## src/rtl/srr_pkg.sv

```systemverilog
// Shared constants and types for the sensor result readout block.
// Assumes one clock domain (mclk) and an I2C-style two-wire host port.
`default_nettype none

package srr_pkg;

  // Register offsets as seen by the host pointer
  localparam logic [7:0] OFS_PROX2_HIGH = 8'h29;
  localparam logic [7:0] OFS_PROX3_LOW = 8'h2A;
  localparam logic [7:0] OFS_PROX3_HIGH = 8'h2B;
  localparam logic [7:0] OFS_AUX_LOW = 8'h2C;
  localparam logic [7:0] OFS_AUX_HIGH = 8'h2D;
  localparam logic [7:0] OFS_PARAM_RB = 8'h2E;

  // Entry indices in the register array, base is the first offset
  localparam int REG_COUNT = 6;
  localparam int IDX_PROX2_HIGH = 0;
  localparam int IDX_PROX3_LOW = 1;
  localparam int IDX_PROX3_HIGH = 2;
  localparam int IDX_AUX_LOW = 3;
  localparam int IDX_AUX_HIGH = 4;
  localparam int IDX_PARAM_RB = 5;

  // Reset value of every result byte and the mailbox
  localparam logic [7:0] REG_RESET = 8'h00;
  // Byte fields within a 16-bit result word
  localparam int LOW_LSB = 0;
  localparam int HIGH_LSB = 8;
  // Value returned for an unmapped pointer
  localparam logic [7:0] UNMAPPED_READ = 8'h00;

  // Default 7-bit slave address; value is arbitrary
  localparam logic [6:0] DEV_ADDR_DEFAULT = 7'h30;
  // Default number of interrupt channels
  localparam int NUM_CHAN_DEFAULT = 6;
  // Idle level of the two-wire pins
  localparam logic PIN_IDLE = 1'b1;

  // Result words handed over by the sequencer at the end of a measurement
  typedef struct packed {
    logic [15:0] prox2;
    logic [15:0] prox3;
    logic [15:0] aux;
  } srr_result_t;

  // One host write into the register array
  typedef struct packed {
    logic valid;
    logic [7:0] addr;
    logic [7:0] data;
  } srr_wreq_t;

  // Host port protocol states
  typedef enum logic [3:0] {
    S_IDLE,
    S_ADDR,
    S_ADDR_ACK,
    S_PTR,
    S_PTR_ACK,
    S_WDATA,
    S_WDATA_ACK,
    S_RDATA,
    S_RACK
  } srr_state_t;

endpackage : srr_pkg

`default_nettype wire

```

## src/rtl/srr_pin_sync.sv

```systemverilog
// Three-stage pin synchroniser with agreement filter, one lane per bit.
// Assumes inputs are asynchronous to mclk; output changes only once the
// second and third stages agree.
`default_nettype none

module srr_pin_sync #(
  parameter int WIDTH = 2,
  parameter logic RST_VAL = 1'b1
) (
  input wire logic mclk,
  input wire logic rst,
  input wire logic [WIDTH-1:0] din,
  output var logic [WIDTH-1:0] dout
);
  import srr_pkg::*;

  // One synchroniser per lane
  for (genvar i = 0; i < WIDTH; i++) begin : g_lane
    logic s1_q; // First stage, read only by the second
    logic s2_q; // Second stage
    logic s3_q; // Third stage

    // Shift chain; filter holds the last agreed level
    always_ff @(posedge mclk) begin
      if (rst) begin
        s1_q <= RST_VAL;
        s2_q <= RST_VAL;
        s3_q <= RST_VAL;
        dout[i] <= RST_VAL;
      end else begin
        s1_q <= din[i];
        s2_q <= s1_q;
        s3_q <= s2_q;
        // Single-cycle disagreement is treated as a glitch
        if (s2_q == s3_q) begin
          dout[i] <= s3_q;
        end
      end
    end
  end

endmodule : srr_pin_sync

`default_nettype wire

```

## src/rtl/srr_readout.sv

```systemverilog
// Result and parameter readback registers with a two-wire slave port.
// Assumes the sequencer and interrupt status logic run on mclk; the host
// pins arrive asynchronously and are synchronised here.
//
// Overview of operation
// Prox2 high byte readable at 0x29
// Prox3 word as bytes at 0x2A/0x2B
// Aux word as bytes at 0x2C/0x2D
// All result bytes and mailbox reset zero
// Host reads after interrupt, before next measurement
// Mailbox at 0x2E carries sequencer parameter values
// Interrupt asserts when status and enable set
// Both bytes of a word update together
`default_nettype none

module srr_readout #(
  parameter logic [6:0] DEV_ADDR = srr_pkg::DEV_ADDR_DEFAULT,
  parameter int NUM_CHAN = srr_pkg::NUM_CHAN_DEFAULT
) (
  input wire logic mclk,
  input wire logic rst,
  input wire logic scl_i,
  input wire logic sda_i,
  output var logic sda_o,
  output var logic sda_oe,
  output var logic int_n,
  input wire logic meas_done,
  input wire srr_pkg::srr_result_t meas_result,
  input wire logic param_load,
  input wire logic [7:0] param_value,
  input wire logic [NUM_CHAN-1:0] chan_status,
  input wire logic [NUM_CHAN-1:0] chan_enable
);
  import srr_pkg::*;

  // Synchronised pin levels
  logic scl_s;
  logic sda_s;
  // Previous synchronised levels for edge detection
  logic scl_p_q;
  logic sda_p_q;
  // Protocol state
  srr_state_t state_q;
  logic [2:0] bit_cnt_q; // Bits seen in the current byte
  logic full_q; // Eighth bit of a byte sampled
  logic [7:0] shreg_q; // Shared receive and transmit shifter
  logic [7:0] ptr_q; // Register pointer, auto-increments
  logic rw_q; // Direction latched from the address byte
  logic sda_oe_q; // High while pulling the data line low
  logic sda_o_q; // Level driven while enabled, always low
  logic int_n_q; // Interrupt pin, active low
  srr_wreq_t wreq_q; // Host write, one-cycle pulse
  // Register array
  logic [7:0] regs_q [REG_COUNT];
  logic [7:0] regs_d [REG_COUNT];
  // Bytes the sequencer loads: results at the end of a measurement, the mailbox on param_load
  logic [7:0] meas_byte [REG_COUNT];

  // Pin synchronisers, idle high like the bus
  srr_pin_sync #(
    .WIDTH(2),
    .RST_VAL(PIN_IDLE)
  ) u_sync (
    .mclk(mclk),
    .rst(rst),
    .din({scl_i, sda_i}),
    .dout({scl_s, sda_s})
  );

  // Bus conditions from filtered levels
  wire logic scl_rise = scl_s & ~scl_p_q;
  wire logic scl_fall = ~scl_s & scl_p_q;
  wire logic start_cond = scl_s & scl_p_q & sda_p_q & ~sda_s;
  wire logic stop_cond = scl_s & scl_p_q & ~sda_p_q & sda_s;
  wire logic addr_match = (shreg_q[7:1] == DEV_ADDR);

  // Read decode; unmapped pointers read as zero
  wire logic [7:0] ptr_idx = ptr_q - OFS_PROX2_HIGH;
  wire logic ptr_hit = (ptr_q >= OFS_PROX2_HIGH) && (ptr_q <= OFS_PARAM_RB);
  wire logic [7:0] rd_byte = ptr_hit ? regs_q[ptr_idx[2:0]] : UNMAPPED_READ;

  // Write decode of the latched host request
  wire logic [7:0] wr_idx = wreq_q.addr - OFS_PROX2_HIGH;
  wire logic wr_hit = wreq_q.valid && (wreq_q.addr >= OFS_PROX2_HIGH) && (wreq_q.addr <= OFS_PARAM_RB);

  // Result bytes laid out by entry index
  assign meas_byte[IDX_PROX2_HIGH] = meas_result.prox2[HIGH_LSB +: 8];
  assign meas_byte[IDX_PROX3_LOW] = meas_result.prox3[LOW_LSB +: 8];
  assign meas_byte[IDX_PROX3_HIGH] = meas_result.prox3[HIGH_LSB +: 8];
  assign meas_byte[IDX_AUX_LOW] = meas_result.aux[LOW_LSB +: 8];
  assign meas_byte[IDX_AUX_HIGH] = meas_result.aux[HIGH_LSB +: 8];
  // Mailbox is not a measurement byte
  assign meas_byte[IDX_PARAM_RB] = param_value;

  // Next value of each entry; hardware update wins over a host write
  for (genvar i = 0; i < REG_COUNT; i++) begin : g_reg
    // Mailbox follows param_load, results follow meas_done
    wire logic hw_load = (i == IDX_PARAM_RB) ? param_load : meas_done;
    wire logic host_hit = wr_hit && (wr_idx[2:0] == 3'(i));

    always_comb begin
      regs_d[i] = regs_q[i];
      if (hw_load) begin
        regs_d[i] = meas_byte[i];
      end else if (host_hit) begin
        regs_d[i] = wreq_q.data;
      end
    end

    // Storage; all bytes of one measurement land on the same edge
    always_ff @(posedge mclk) begin
      if (rst) begin
        regs_q[i] <= REG_RESET;
      end else begin
        regs_q[i] <= regs_d[i];
      end
    end
  end

  // Interrupt pin, low while any enabled channel has status set
  always_ff @(posedge mclk) begin
    if (rst) begin
      int_n_q <= 1'b1;
    end else begin
      int_n_q <= ~|(chan_status & chan_enable);
    end
  end

  // Edge history and the constant drive level of the data line
  always_ff @(posedge mclk) begin
    if (rst) begin
      scl_p_q <= PIN_IDLE;
      sda_p_q <= PIN_IDLE;
      sda_o_q <= 1'b0;
    end else begin
      scl_p_q <= scl_s;
      sda_p_q <= sda_s;
      sda_o_q <= 1'b0;
    end
  end

  // Protocol engine: sample on clock rise, change data on clock fall.
  // Data changes on fall so the host always sees stable data while high.
  always_ff @(posedge mclk) begin
    if (rst) begin
      state_q <= S_IDLE;
      bit_cnt_q <= 3'h0;
      full_q <= 1'b0;
      shreg_q <= 8'h00;
      ptr_q <= 8'h00;
      rw_q <= 1'b0;
      sda_oe_q <= 1'b0;
      wreq_q <= '0;
    end else begin
      wreq_q.valid <= 1'b0;
      if (start_cond) begin
        // Start or repeated start resets the byte framing
        state_q <= S_ADDR;
        bit_cnt_q <= 3'h0;
        full_q <= 1'b0;
        sda_oe_q <= 1'b0;
      end else if (stop_cond) begin
        // Stop releases the line from any state
        state_q <= S_IDLE;
        sda_oe_q <= 1'b0;
      end else if (scl_rise) begin
        case (state_q)
          S_ADDR, S_PTR, S_WDATA: begin
            // Receive a bit, most significant first
            shreg_q <= {shreg_q[6:0], sda_s};
            bit_cnt_q <= bit_cnt_q + 3'h1;
            full_q <= (bit_cnt_q == 3'h7);
          end
          S_RDATA: begin
            // Host samples our bit now
            bit_cnt_q <= bit_cnt_q + 3'h1;
            full_q <= (bit_cnt_q == 3'h7);
          end
          S_RACK: begin
            // Not-acknowledge ends the read burst
            if (sda_s) begin
              state_q <= S_IDLE;
            end
          end
          default: begin
          end
        endcase
      end else if (scl_fall) begin
        case (state_q)
          S_ADDR: begin
            // Answer only our own address
            if (full_q) begin
              full_q <= 1'b0;
              if (addr_match) begin
                rw_q <= shreg_q[0];
                sda_oe_q <= 1'b1;
                state_q <= S_ADDR_ACK;
              end else begin
                state_q <= S_IDLE;
              end
            end
          end
          S_PTR: begin
            // First written byte sets the pointer
            if (full_q) begin
              full_q <= 1'b0;
              ptr_q <= shreg_q;
              sda_oe_q <= 1'b1;
              state_q <= S_PTR_ACK;
            end
          end
          S_WDATA: begin
            // Later bytes write through the pointer
            if (full_q) begin
              full_q <= 1'b0;
              wreq_q <= '{valid: 1'b1, addr: ptr_q, data: shreg_q};
              sda_oe_q <= 1'b1;
              state_q <= S_WDATA_ACK;
            end
          end
          S_ADDR_ACK: begin
            // End of address acknowledge
            if (rw_q) begin
              shreg_q <= rd_byte;
              sda_oe_q <= ~rd_byte[7];
              state_q <= S_RDATA;
            end else begin
              sda_oe_q <= 1'b0;
              state_q <= S_PTR;
            end
          end
          S_PTR_ACK, S_WDATA_ACK: begin
            // Release after acknowledge; advance past a written byte
            sda_oe_q <= 1'b0;
            if (state_q == S_WDATA_ACK) begin
              ptr_q <= ptr_q + 8'h01;
            end
            state_q <= S_WDATA;
          end
          S_RDATA: begin
            // Shift out next bit, or hand the line to the host for its answer
            if (full_q) begin
              full_q <= 1'b0;
              sda_oe_q <= 1'b0;
              ptr_q <= ptr_q + 8'h01;
              state_q <= S_RACK;
            end else begin
              shreg_q <= {shreg_q[6:0], 1'b0};
              sda_oe_q <= ~shreg_q[6];
            end
          end
          S_RACK: begin
            // Host acknowledged: load and drive the following byte.
            // Bytes are snapshots; a load between them can mix words. R5
            shreg_q <= rd_byte;
            sda_oe_q <= ~rd_byte[7];
            state_q <= S_RDATA;
          end
          default: begin
            state_q <= S_IDLE;
          end
        endcase
      end
    end
  end

  // Outputs straight from flip-flops
  assign sda_o = sda_o_q;
  assign sda_oe = sda_oe_q;
  assign int_n = int_n_q;

endmodule : srr_readout

`default_nettype wire

```

## config.mk

```make
export PLATFORM = sky130hd
export DESIGN_NAME = srr_readout
export DESIGN_NICKNAME = d
export VERILOG_FILES = /design/src/rtl/srr_pkg.sv /design/src/rtl/srr_pin_sync.sv /design/src/rtl/srr_readout.sv
export SDC_FILE = /design/constraint.sdc
export NUM_CORES = 1
export LEC_CHECK = 0
export ABC_CLOCK_PERIOD_IN_PS = 3500
export BUFFER_PORTS_ARGS = -buffer_cell sky130_fd_sc_hd__buf_4
export CAP_MARGIN = 5
export CORE_ASPECT_RATIO = 1.1
export CORE_UTILIZATION = 57
export DETAILED_ROUTE_END_ITERATION = 10
export PLACE_DENSITY = 0.8
export SETUP_SLACK_MARGIN = 0.15
export SYNTH_ARGS = -nofsm -noshare
export SYNTH_HDL_FRONTEND = slang
export SYNTH_HIERARCHICAL = 1
export SYNTH_SLANG_ARGS = --single-unit
```

## constraint.sdc

```tcl
create_clock -name mclk -period 3.5 [get_ports mclk]
set_input_delay 0.35 -clock mclk [delete_from_list [all_inputs] [get_ports mclk]]
set_output_delay 0.35 -clock mclk [all_outputs]
set_load 0.01 [all_outputs]
```

==> metrics.txt, run 1 <==
outcome=completed; clock network power share=0.370; EDFF count, synth=48; Clock Latency Late Sink=380 ps; vias per std cell=6.01; leading area contributor after synthesis=edfxtp_1; Post-synth ARST share=0; Nets=692; Combinational Power Share=0.068; fin crit share=0.735; Core Rows=36; CP required=3800 ps; num ports=77; Tightest Pin Transition=937 ps; synthesized area per cell=9.57 um^2; Starting Density=0.595; r2r startpoint=ptr_q[0]; ranking of synthesized cells by area=edfxtp_1 27%, dfxtp_1 20%, mux2i_1 7.8%, a21oi_1 5.9%, nand2_1 5.1%; VDD IR max=0.000256 V; synthesized instance count=560; Final TNS setup=0 ps; clock skew=10.9 ps; first-pass GRT wire length=20200 um; Power Density=378 nW/um^2; antenna viol nets, final=0; ys flop type=dfxtp_1; Total Routing Usage GR=0.267; clock root cell=clkbuf_8; Yosys warnings=6; Worst Path Arrival=2870 ps; Die Width=94.5 um; unrepaired setup endpoints after global routing=no; number of I/O port buffers=67; setup violators final=0; Inserted Diodes=0; Leak Pwr=2.26 nW; Hold WC Path Type=in -> reg; core area=9010 um^2; maximum root-to-sink buffer count=2; FILL cells=721; Int Pwr=0.00182 W; Startpoint Class=flip-flop; Max Clk Rate=0.389 GHz; crit-path max FO=23; pin count of the biggest net entering global routing=58; DIE HEIGHT=104 um; setup slack at placement=1010 ps; Synth Register Bits=102; DR pass1 iterations=6; hold path start=sda_i; setup ws final=927 ps; postcts setup bufs=0; Seq pwr share=0.561; initial antenna violation count=0; CTS Hold Buffers Added=0; final core occ=0.679; most frequent cells in the layout=73 x nand2_1, 71 x buf_4, 64 x nor2_1, 63 x a21oi_1, 54 x dfxtp_1; max cap viols=0; die area=9800 um^2; DRC=0; initial DRC count=268; final hold violation count=0; Slew HR=0.375; htree depth=3; switching power=0.000494 W; Worst Setup End Kind=flip-flop; switch share=0.214; vias in the first global route=4177; Synth top area share=0.269; Vias=4365; Max Slew Vio Count=0; commonest non-fill, non-tap cell in the layout=nand2_1; sequential-to-total area share from yosys stat=0.470; Layout area overhead=14.1%; mapped cell area=5360 um^2; grt total ovfl=0; WL per Instance=17.0 um; Critical path origin=ptr_q[0]; hpwl dp=8860 um; gpl congestion=0.836; CTS sink cnt=102; Synthesized Nets=645; Post-Route WL=12300 um; post-CTS sizing=0; Setup CP Type=reg -> reg; crit path time final=2570 ps; clock slew at reported path FFs=100 ps; Num CTS Buffers=9; Netlist cell types=68; share of cells above drive strength 1=0.175; CTS tree=done
[worst max-delay path: stages (launching register included)]
cell     delay, ps
dfxtp_1        320
buf_4          250
inv_1          120
ha_1           260
xnor2_2        410
buf_4          300
mux2_2         390
a21oi_1        200
nor3_1          80
nor3_1         160
[final cells by class]
cell class / instances / area [um^2] / area share
clock buffers: 14 / 205 / 0.0335
clock inverters: 2 / 33.8 / 0.00552
inverters: 8 / 30.0 / 0.00491
multi-input cells: 415 / 2650 / 0.433
flip-flops and latches: 102 / 2520 / 0.412
well taps: 114 / 143 / 0.0233
repair buffers: 71 / 533 / 0.0871
[layer usage]
metal  GRT usage  routed length [um]  vias to the layer above
li1            -                   -                     2110
met1       0.340                5260                     2078
met2       0.450                6170                      153
met3      0.0338                 557                       24
met4       0.116                 354                        0
met5           0                   0                        -
[flip-flops by register name, summed over array words and instances (netlist names)]
signal	flops
bit_cnt_q	3
full_q	1
int_n	1
ptr_q	8
regs_q	48
rw_q	1
scl_p_q	1
sda_oe	1
sda_p_q	1
shreg_q	8
state_q	4
u_sync/dout	2
u_sync/g_lane.s1_q	2
u_sync/g_lane.s2_q	2
u_sync/g_lane.s3_q	2
wreq_q	17
[power groups by stage]
| stage | clock (W) | combinational, W | sequential, W |
|---|---|---|---|
| 5_1_grt | 0.000911 | 0.000172 | 0.00130 |
| 6_report | 0.000856 | 0.000158 | 0.00130 |
| 4_1_cts | 0.000862 | 0.000157 | 0.00130 |
| 2_1_floorplan | 0 | 0.0000785 | 0.00132 |
| 3_3_place_gp | 0 | 0.000152 | 0.00132 |
| 3_5_place_dp | 0 | 0.000156 | 0.00132 |
[synthesized netlist by cell type (4+ instances only)]
cell / count
nand2_1: 73
nor2_1: 64
a21oi_1: 63
dfxtp_1: 54
edfxtp_1: 48
mux2i_1: 42
clkbuf_1: 20
o21ai_0: 16
ha_1: 11
nand3_1: 10
o211ai_1: 10
buf_2: 9
nand2b_1: 9
a211oi_1: 8
a311oi_1: 8
nor3_1: 8
inv_1: 7
o21bai_1: 7
or2_1: 6
a22oi_1: 5
a21o_1: 4
mux2_2: 4
nor2b_1: 4
or3_1: 4
[path summary, 6_finish.rpt]
kind,endpoint,slack (ps),cells after the start
worst max-delay path,sda_oe,930,9
worst min-delay path,u_sync/g_lane[0].s1_q,150,2
worst max register to register,sda_oe,930,9
worst min register to register,u_sync/g_lane[0].s2_q,410,1
[per-stage QoR]
| stage | cells | power [W] | instance area, um^2 | hold WS [ps] |
|---|---|---|---|---|
| final | 726 | 0.00231 | 6120 | 150 |
| after global routing | 726 | 0.00238 | 6120 | 136 |
| after CTS | 726 | 0.00232 | 6120 | 130 |
| after detailed placement | 710 | 0.00148 | 5880 | 394 |
| after global placement | 710 | 0.00147 | 5880 | 386 |
| after floorplan | 560 | 0.00140 | 5360 | 383 |
[kinds of logic after synthesis]
group / share of synthesized area
muxes: 0.0931
buffers and inverters: 0.0364
and+or+nand+nor: 0.190
other: 0.000699
AOI/OAI and AO/OA: 0.174
xor gates and xnor gates: 0.00957
DFF: 0.470
adders and majority gates: 0.0257
No activity file was read; power rests on OpenSTA's default activity.
==> run 2: changes to the inputs <==
Settings changed: ABC_CLOCK_PERIOD_IN_PS 3500 to 2200, CORE_UTILIZATION 57 to 52, PLACE_DENSITY 0.8 to 0.77.
Clock period 3.5 ns to 2.2 ns, I/O delays scaled along.
==> metrics.txt, run 2 (same netlist as run 1, synthesis figures left out) <==
Inserted Diodes=0; core area=9940 um^2; setup slack at placement=69.4 ps; FF/Latch Area=2530 um^2; Total Routing Usage GR=0.254; hpwl dp=9530 um; CP required=2250 ps; DR pass1 iterations=6; Most flops, register=regs_q; Layout area overhead=19.4%; max cap viols=0; most frequent cells in the layout=91 x buf_4, 73 x nand2_1, 64 x nor2_1, 62 x a21oi_1; pin count of the biggest net entering global routing=46; Nets=717; grt total ovfl=0; clock slew at reported path FFs=90 ps; Max Clk Rate=0.497 GHz; VDD IR max=0.000386 V; vias in the first global route=4307; Vias=4484; crit path time final=2010 ps; switching power=0.000802 W; setup violators final=0; hold_ws=30.7 ps; antenna viol nets, final=0; die area=10700 um^2; initial DRC count=309; Seq pwr share=0.597; DIE HEIGHT=108 um; Worst Setup End Kind=flip-flop; Starting Density=0.540; clock root cell=clkbuf_8; Die Width=98.8 um; CTS tree=done; clock skew=14.0 ps; Max Slew Vio Count=0; Worst Path Arrival=2070 ps; setup ws final=188 ps; Combinational Power Share=0.077; slowest CP cell=nor4_2; Core Rows=38; gpl congestion=0.866; Post-Route WL=13500 um; Num CTS Buffers=9; Clock Latency Late Sink=370 ps; initial antenna violation count=0; share of cells above drive strength 1=0.240; first-pass GRT wire length=21000 um; area of the multi-input gates=2730 um^2; Largest regs=regs_q (48), wreq_q (17); hold path start=sda_i; WL per Instance=17.8 um; crit-path max FO=8; Power Density=540 nW/um^2; Largest register FFs=48; htree depth=3; CTS sink cnt=102; FILL cells=788; outcome=completed; r2r endpoint=regs_q[0][5]; Setup CP Type=reg -> reg; Hold WC Path Type=in -> reg; Final TNS setup=0 ps; unrepaired setup endpoints after global routing=yes; vias per std cell=5.92; final hold violation count=0; number of I/O port buffers=67; maximum root-to-sink buffer count=2; r2r setup slk=190 ps; switch share=0.232; Startpoint Class=flip-flop; worst path cell trace=nor2_1 -> ha_1 -> nor4_2 -> nand2b_2; r2r startpoint=wreq_q[8]; hold depth=2; final core occ=0.644; DRC=0; Int Pwr=0.00265 W; num ports=77; cell count of the worst reg-to-reg path=4; Leak Pwr=2.38 nW; commonest non-fill, non-tap cell in the layout=buf_4; fin crit share=0.915; clock network power share=0.326; Hold Path End=u_sync/g_lane[0].s1_q; CP max stage delay=470 ps
-- run 2: changes by cell type in the layout (fill, tap and decap cells not counted), sizes merged --
cell      change
bufinv        -1
inv           +1
buf          +25
clkinv        +1
clkinvlp      +1
clkbuf        -2
-- run 2: metrics by stage --
| step | area, um^2 | instances | power [W] |
|---|---|---|---|
| after floorplan | 5410 | 560 | 0.00222 |
| after global placement | 6060 | 733 | 0.00235 |
| after detailed placement | 6060 | 733 | 0.00236 |
| after CTS | 6270 | 749 | 0.00345 |
| after global routing | 6400 | 757 | 0.00355 |
| final | 6400 | 757 | 0.00345 |
-- run 2: power by group through the flow --
stage / logic (W) / registers [W] / clock network [W]
floorplan: 0.000126 / 0.00210 / 0
global placement: 0.000247 / 0.00210 / 0
detailed placement: 0.000257 / 0.00211 / 0
CTS: 0.000261 / 0.00206 / 0.00113
global route: 0.000288 / 0.00207 / 0.00119
finish: 0.000265 / 0.00206 / 0.00113
-- run 2: how the worst max path moves through the flow --
stage,startpoint,to,slack (ps),cells past startpoint
finish,wreq_q[8],regs_q[0][5],190,4
global route,wreq_q[12],regs_q[2][6],100,6
CTS,state_q[0],shreg_q[6],160,6
detailed placement,wreq_q[12],regs_q[2][2],70,5
global placement,wreq_q[12],regs_q[2][0],150,5
floorplan,ptr_q[0],sda_oe,150,10
-- run 2: final cells by class --
class	count	area share
clock buffers	12	0.0244
clock inverters	4	0.00352
inverters	8	0.00469
multi-input cells	415	0.427
flip-flops and latches	102	0.396
well taps	120	0.0235
repair buffers	96	0.121
-- run 2: critical path, delay by kind of cell (launching register included) --
family / cells / cell delay (ps)
simple gates: 3 / 890
fa+ha+maj: 1 / 390
flops: 1 / 440
-- run 2: per-layer routing --
| layer | track usage | share of wire | vias up |
|---|---|---|---|
| met5 | 0 | 0 | - |
| met4 | 0.112 | 0.030 | 0 |
| met3 | 0.0375 | 0.048 | 30 |
| met2 | 0.458 | 0.52 | 169 |
| met1 | 0.301 | 0.40 | 2129 |
| li1 | - | - | 2156 |
-- run 2: timing repair --
action,CTS,global route
hold buffers,0,0
gates resized for setup,6,16
setup buffers,0,8
pin swaps,0,5
setup endpoints to repair,23,69
endpoints found under the hold margin,0,0
==> run 3: changes to the inputs <==
Settings changed: SYNTH_HIERARCHICAL 1 to default.
==> metrics.txt, run 3 <==
outcome=completed; Final TNS setup=0 ps; crit path time final=1950 ps; clock network power share=0.335; Hold WC Path Type=in -> reg; Setup CP Type=reg -> reg; Synthesized Nets=614; Worst Setup End Kind=flip-flop; unrepaired setup endpoints after global routing=no; Seq pwr share=0.590; WL per Instance=16.7 um; worst path cell trace=nor2_1 -> ha_1 -> nor4_1 -> nand2b_2; first-pass GRT wire length=19900 um; max cap viols=0; ys flop type=dfxtp_1; Synth Register Bits=102; pin count of the biggest net entering global routing=46; most instantiated cells after synthesis=63 x nor2_1, 61 x nand2_1, 60 x a21oi_1; synthesized area per cell=10.1 um^2; DRC=0; crit-path max FO=8; Most flops, register=regs_q; final hold violation count=0; CP required=2260 ps; Clock Latency Late Sink=390 ps; Nets=681; die area=10700 um^2; Post-Route WL=12000 um; post-layout instance area=6260 um^2; Max Clk Rate=0.512 GHz; Max Slew Vio Count=0; vias per std cell=5.87; Layout area overhead=17.3%; maximum root-to-sink buffer count=2; Power Density=558 nW/um^2; Top Usage Layer GRT=met2; clock slew at reported path FFs=110 ps; Starting Density=0.537; Synth top area share=0.270; initial DRC count=250; Placed Instance Area=5970 um^2; hpwl dp=8820 um; Total Routing Usage GR=0.237; Cells after DPL=705; most frequent cell after synthesis=nor2_1; Vias=4236; final core occ=0.630; commonest non-fill, non-tap cell in the layout=buf_4; CTS sink cnt=102; antenna viol nets, final=0; leading area contributor after synthesis=edfxtp_1; Leak Pwr=2.39 nW; switching power=0.000872 W; Core Rows=38; fin cells=722; gpl congestion=0.875; synthesized instance count=530; share of cells above drive strength 1=0.262; DR pass1 iterations=5; grt met3 use=0.0433; fin crit share=0.888; slowest CP cell=dfxtp_1; setup violators final=0; CTS Hold Buffers Added=0; Die Width=98.6 um; sequential-to-total area share from yosys stat=0.473; DIE HEIGHT=108 um; Largest regs=regs_q (48), wreq_q (17); htree depth=3; Startpoint Class=flip-flop; met1 Track Usage GR=0.291; most frequent cells in the layout=87 x buf_4, 63 x nor2_1, 61 x nand2_1, 60 x a21oi_1, 49 x dfxtp_1; grt total ovfl=0; Int Pwr=0.00262 W; CP max stage delay=470 ps; CTS tree=done; vias in the first global route=4187; VDD IR max=0.000345 V; num ports=77; ranking of synthesized cells by area=edfxtp_1 27%, dfxtp_1 20%, mux2i_1 6.8%, a21oi_1 5.6%, nor2_1 4.4%; Inserted Diodes=0; hold_ws=16.3 ps; initial antenna violation count=0; clock root cell=clkbuf_8; Largest register FFs=48; Netlist cell types=67; Post-synth ARST share=0; GRT met2 Usage=0.412; clock skew=18.2 ps; EDFF count, synth=48; Yosys warnings=0; mapped cell area=5340 um^2; number of I/O port buffers=67; Worst Path Arrival=2020 ps; core area=9940 um^2; Combinational Power Share=0.075; switch share=0.250; FILL cells=815; Num CTS Buffers=9
-- run 3: changes by cell type after synthesis, moves of 6 or more --
cell      change
nand2_1      -12
o211ai_1      -9
o21ai_0       -9
a221oi_1      +8
a311oi_1      -8
mux4_2        +7
nor3_1        +7
mux2i_1       -6
nand3_1       -6
or2_1         -6
or2_2         +6
-- run 3: metrics by stage --
stage | setup WS (ps) | power (W)
floorplan | 174 | 0.00223
global placement | 228 | 0.00235
detailed placement | 156 | 0.00236
CTS | 132 | 0.00350
global route | 160 | 0.00361
finish | 247 | 0.00349
-- run 3: critical path: cells and delay by family (launching register included) --
family | cells | cell delay (ps)
adders and majority gates | 1 | 380
DFF | 1 | 470
and+or+nand+nor | 3 | 800
-- run 3: power groups by stage --
stage                     clock network (W)  logic (W)  registers, W
after CTS                           0.00118   0.000261       0.00206
after global routing                0.00125   0.000286       0.00207
after floorplan                           0   0.000130       0.00210
after global placement                    0   0.000252       0.00210
final                               0.00117   0.000262       0.00206
after detailed placement                  0   0.000259       0.00211
-- run 3: repair_timing --
action | in CTS | in global routing
pin swaps | 0 | 2
setup endpoints to repair | 14 | 58
setup buffers | 0 | 1
gates resized for setup | 4 | 17
-- run 3: final timing paths --
| path | startpoint | to | slack [ps] | cells past startpoint |
|---|---|---|---|---|
| worst max register to register | wreq_q[8] | regs_q[0][5] | 250 | 4 |
| worst min register to register | u_sync.g_lane[1].s1_q | u_sync.g_lane[1].s2_q | 420 | 1 |
| worst max-delay path | wreq_q[8] | regs_q[0][5] | 250 | 4 |
| worst min-delay path | scl_i | u_sync.g_lane[1].s1_q | 20 | 2 |
-- run 3: kinds of logic after synthesis --
logic type	count (synthesis)	synth area share
AO/OA/AOI/OAI	117	0.147
XOR/XNOR	5	0.00961
adder cells (fa/ha/maj)	10	0.0234
buffers and inverters	43	0.0422
flip-flops	102	0.473
multiplexers	52	0.118
other	1	0.000703
AND/OR/NAND/NOR	200	0.186
-- run 3: per-layer routing --
metal	routed length [um]	up-vias
met1	4950	2009
li1	-	2063
met3	615	19
met5	0	-
met2	6300	145
met4	172	0
-- run 3: final cells by class --
class | count | area, um^2 | share of cell area
multi-input cells | 385 | 2670 | 0.426
flip-flops and latches | 102 | 2530 | 0.404
repair buffers | 89 | 688 | 0.110
well taps | 120 | 150 | 0.0240
clock buffers | 9 | 124 | 0.0198
clock inverters | 7 | 63.8 | 0.0102
inverters | 10 | 37.5 | 0.00600
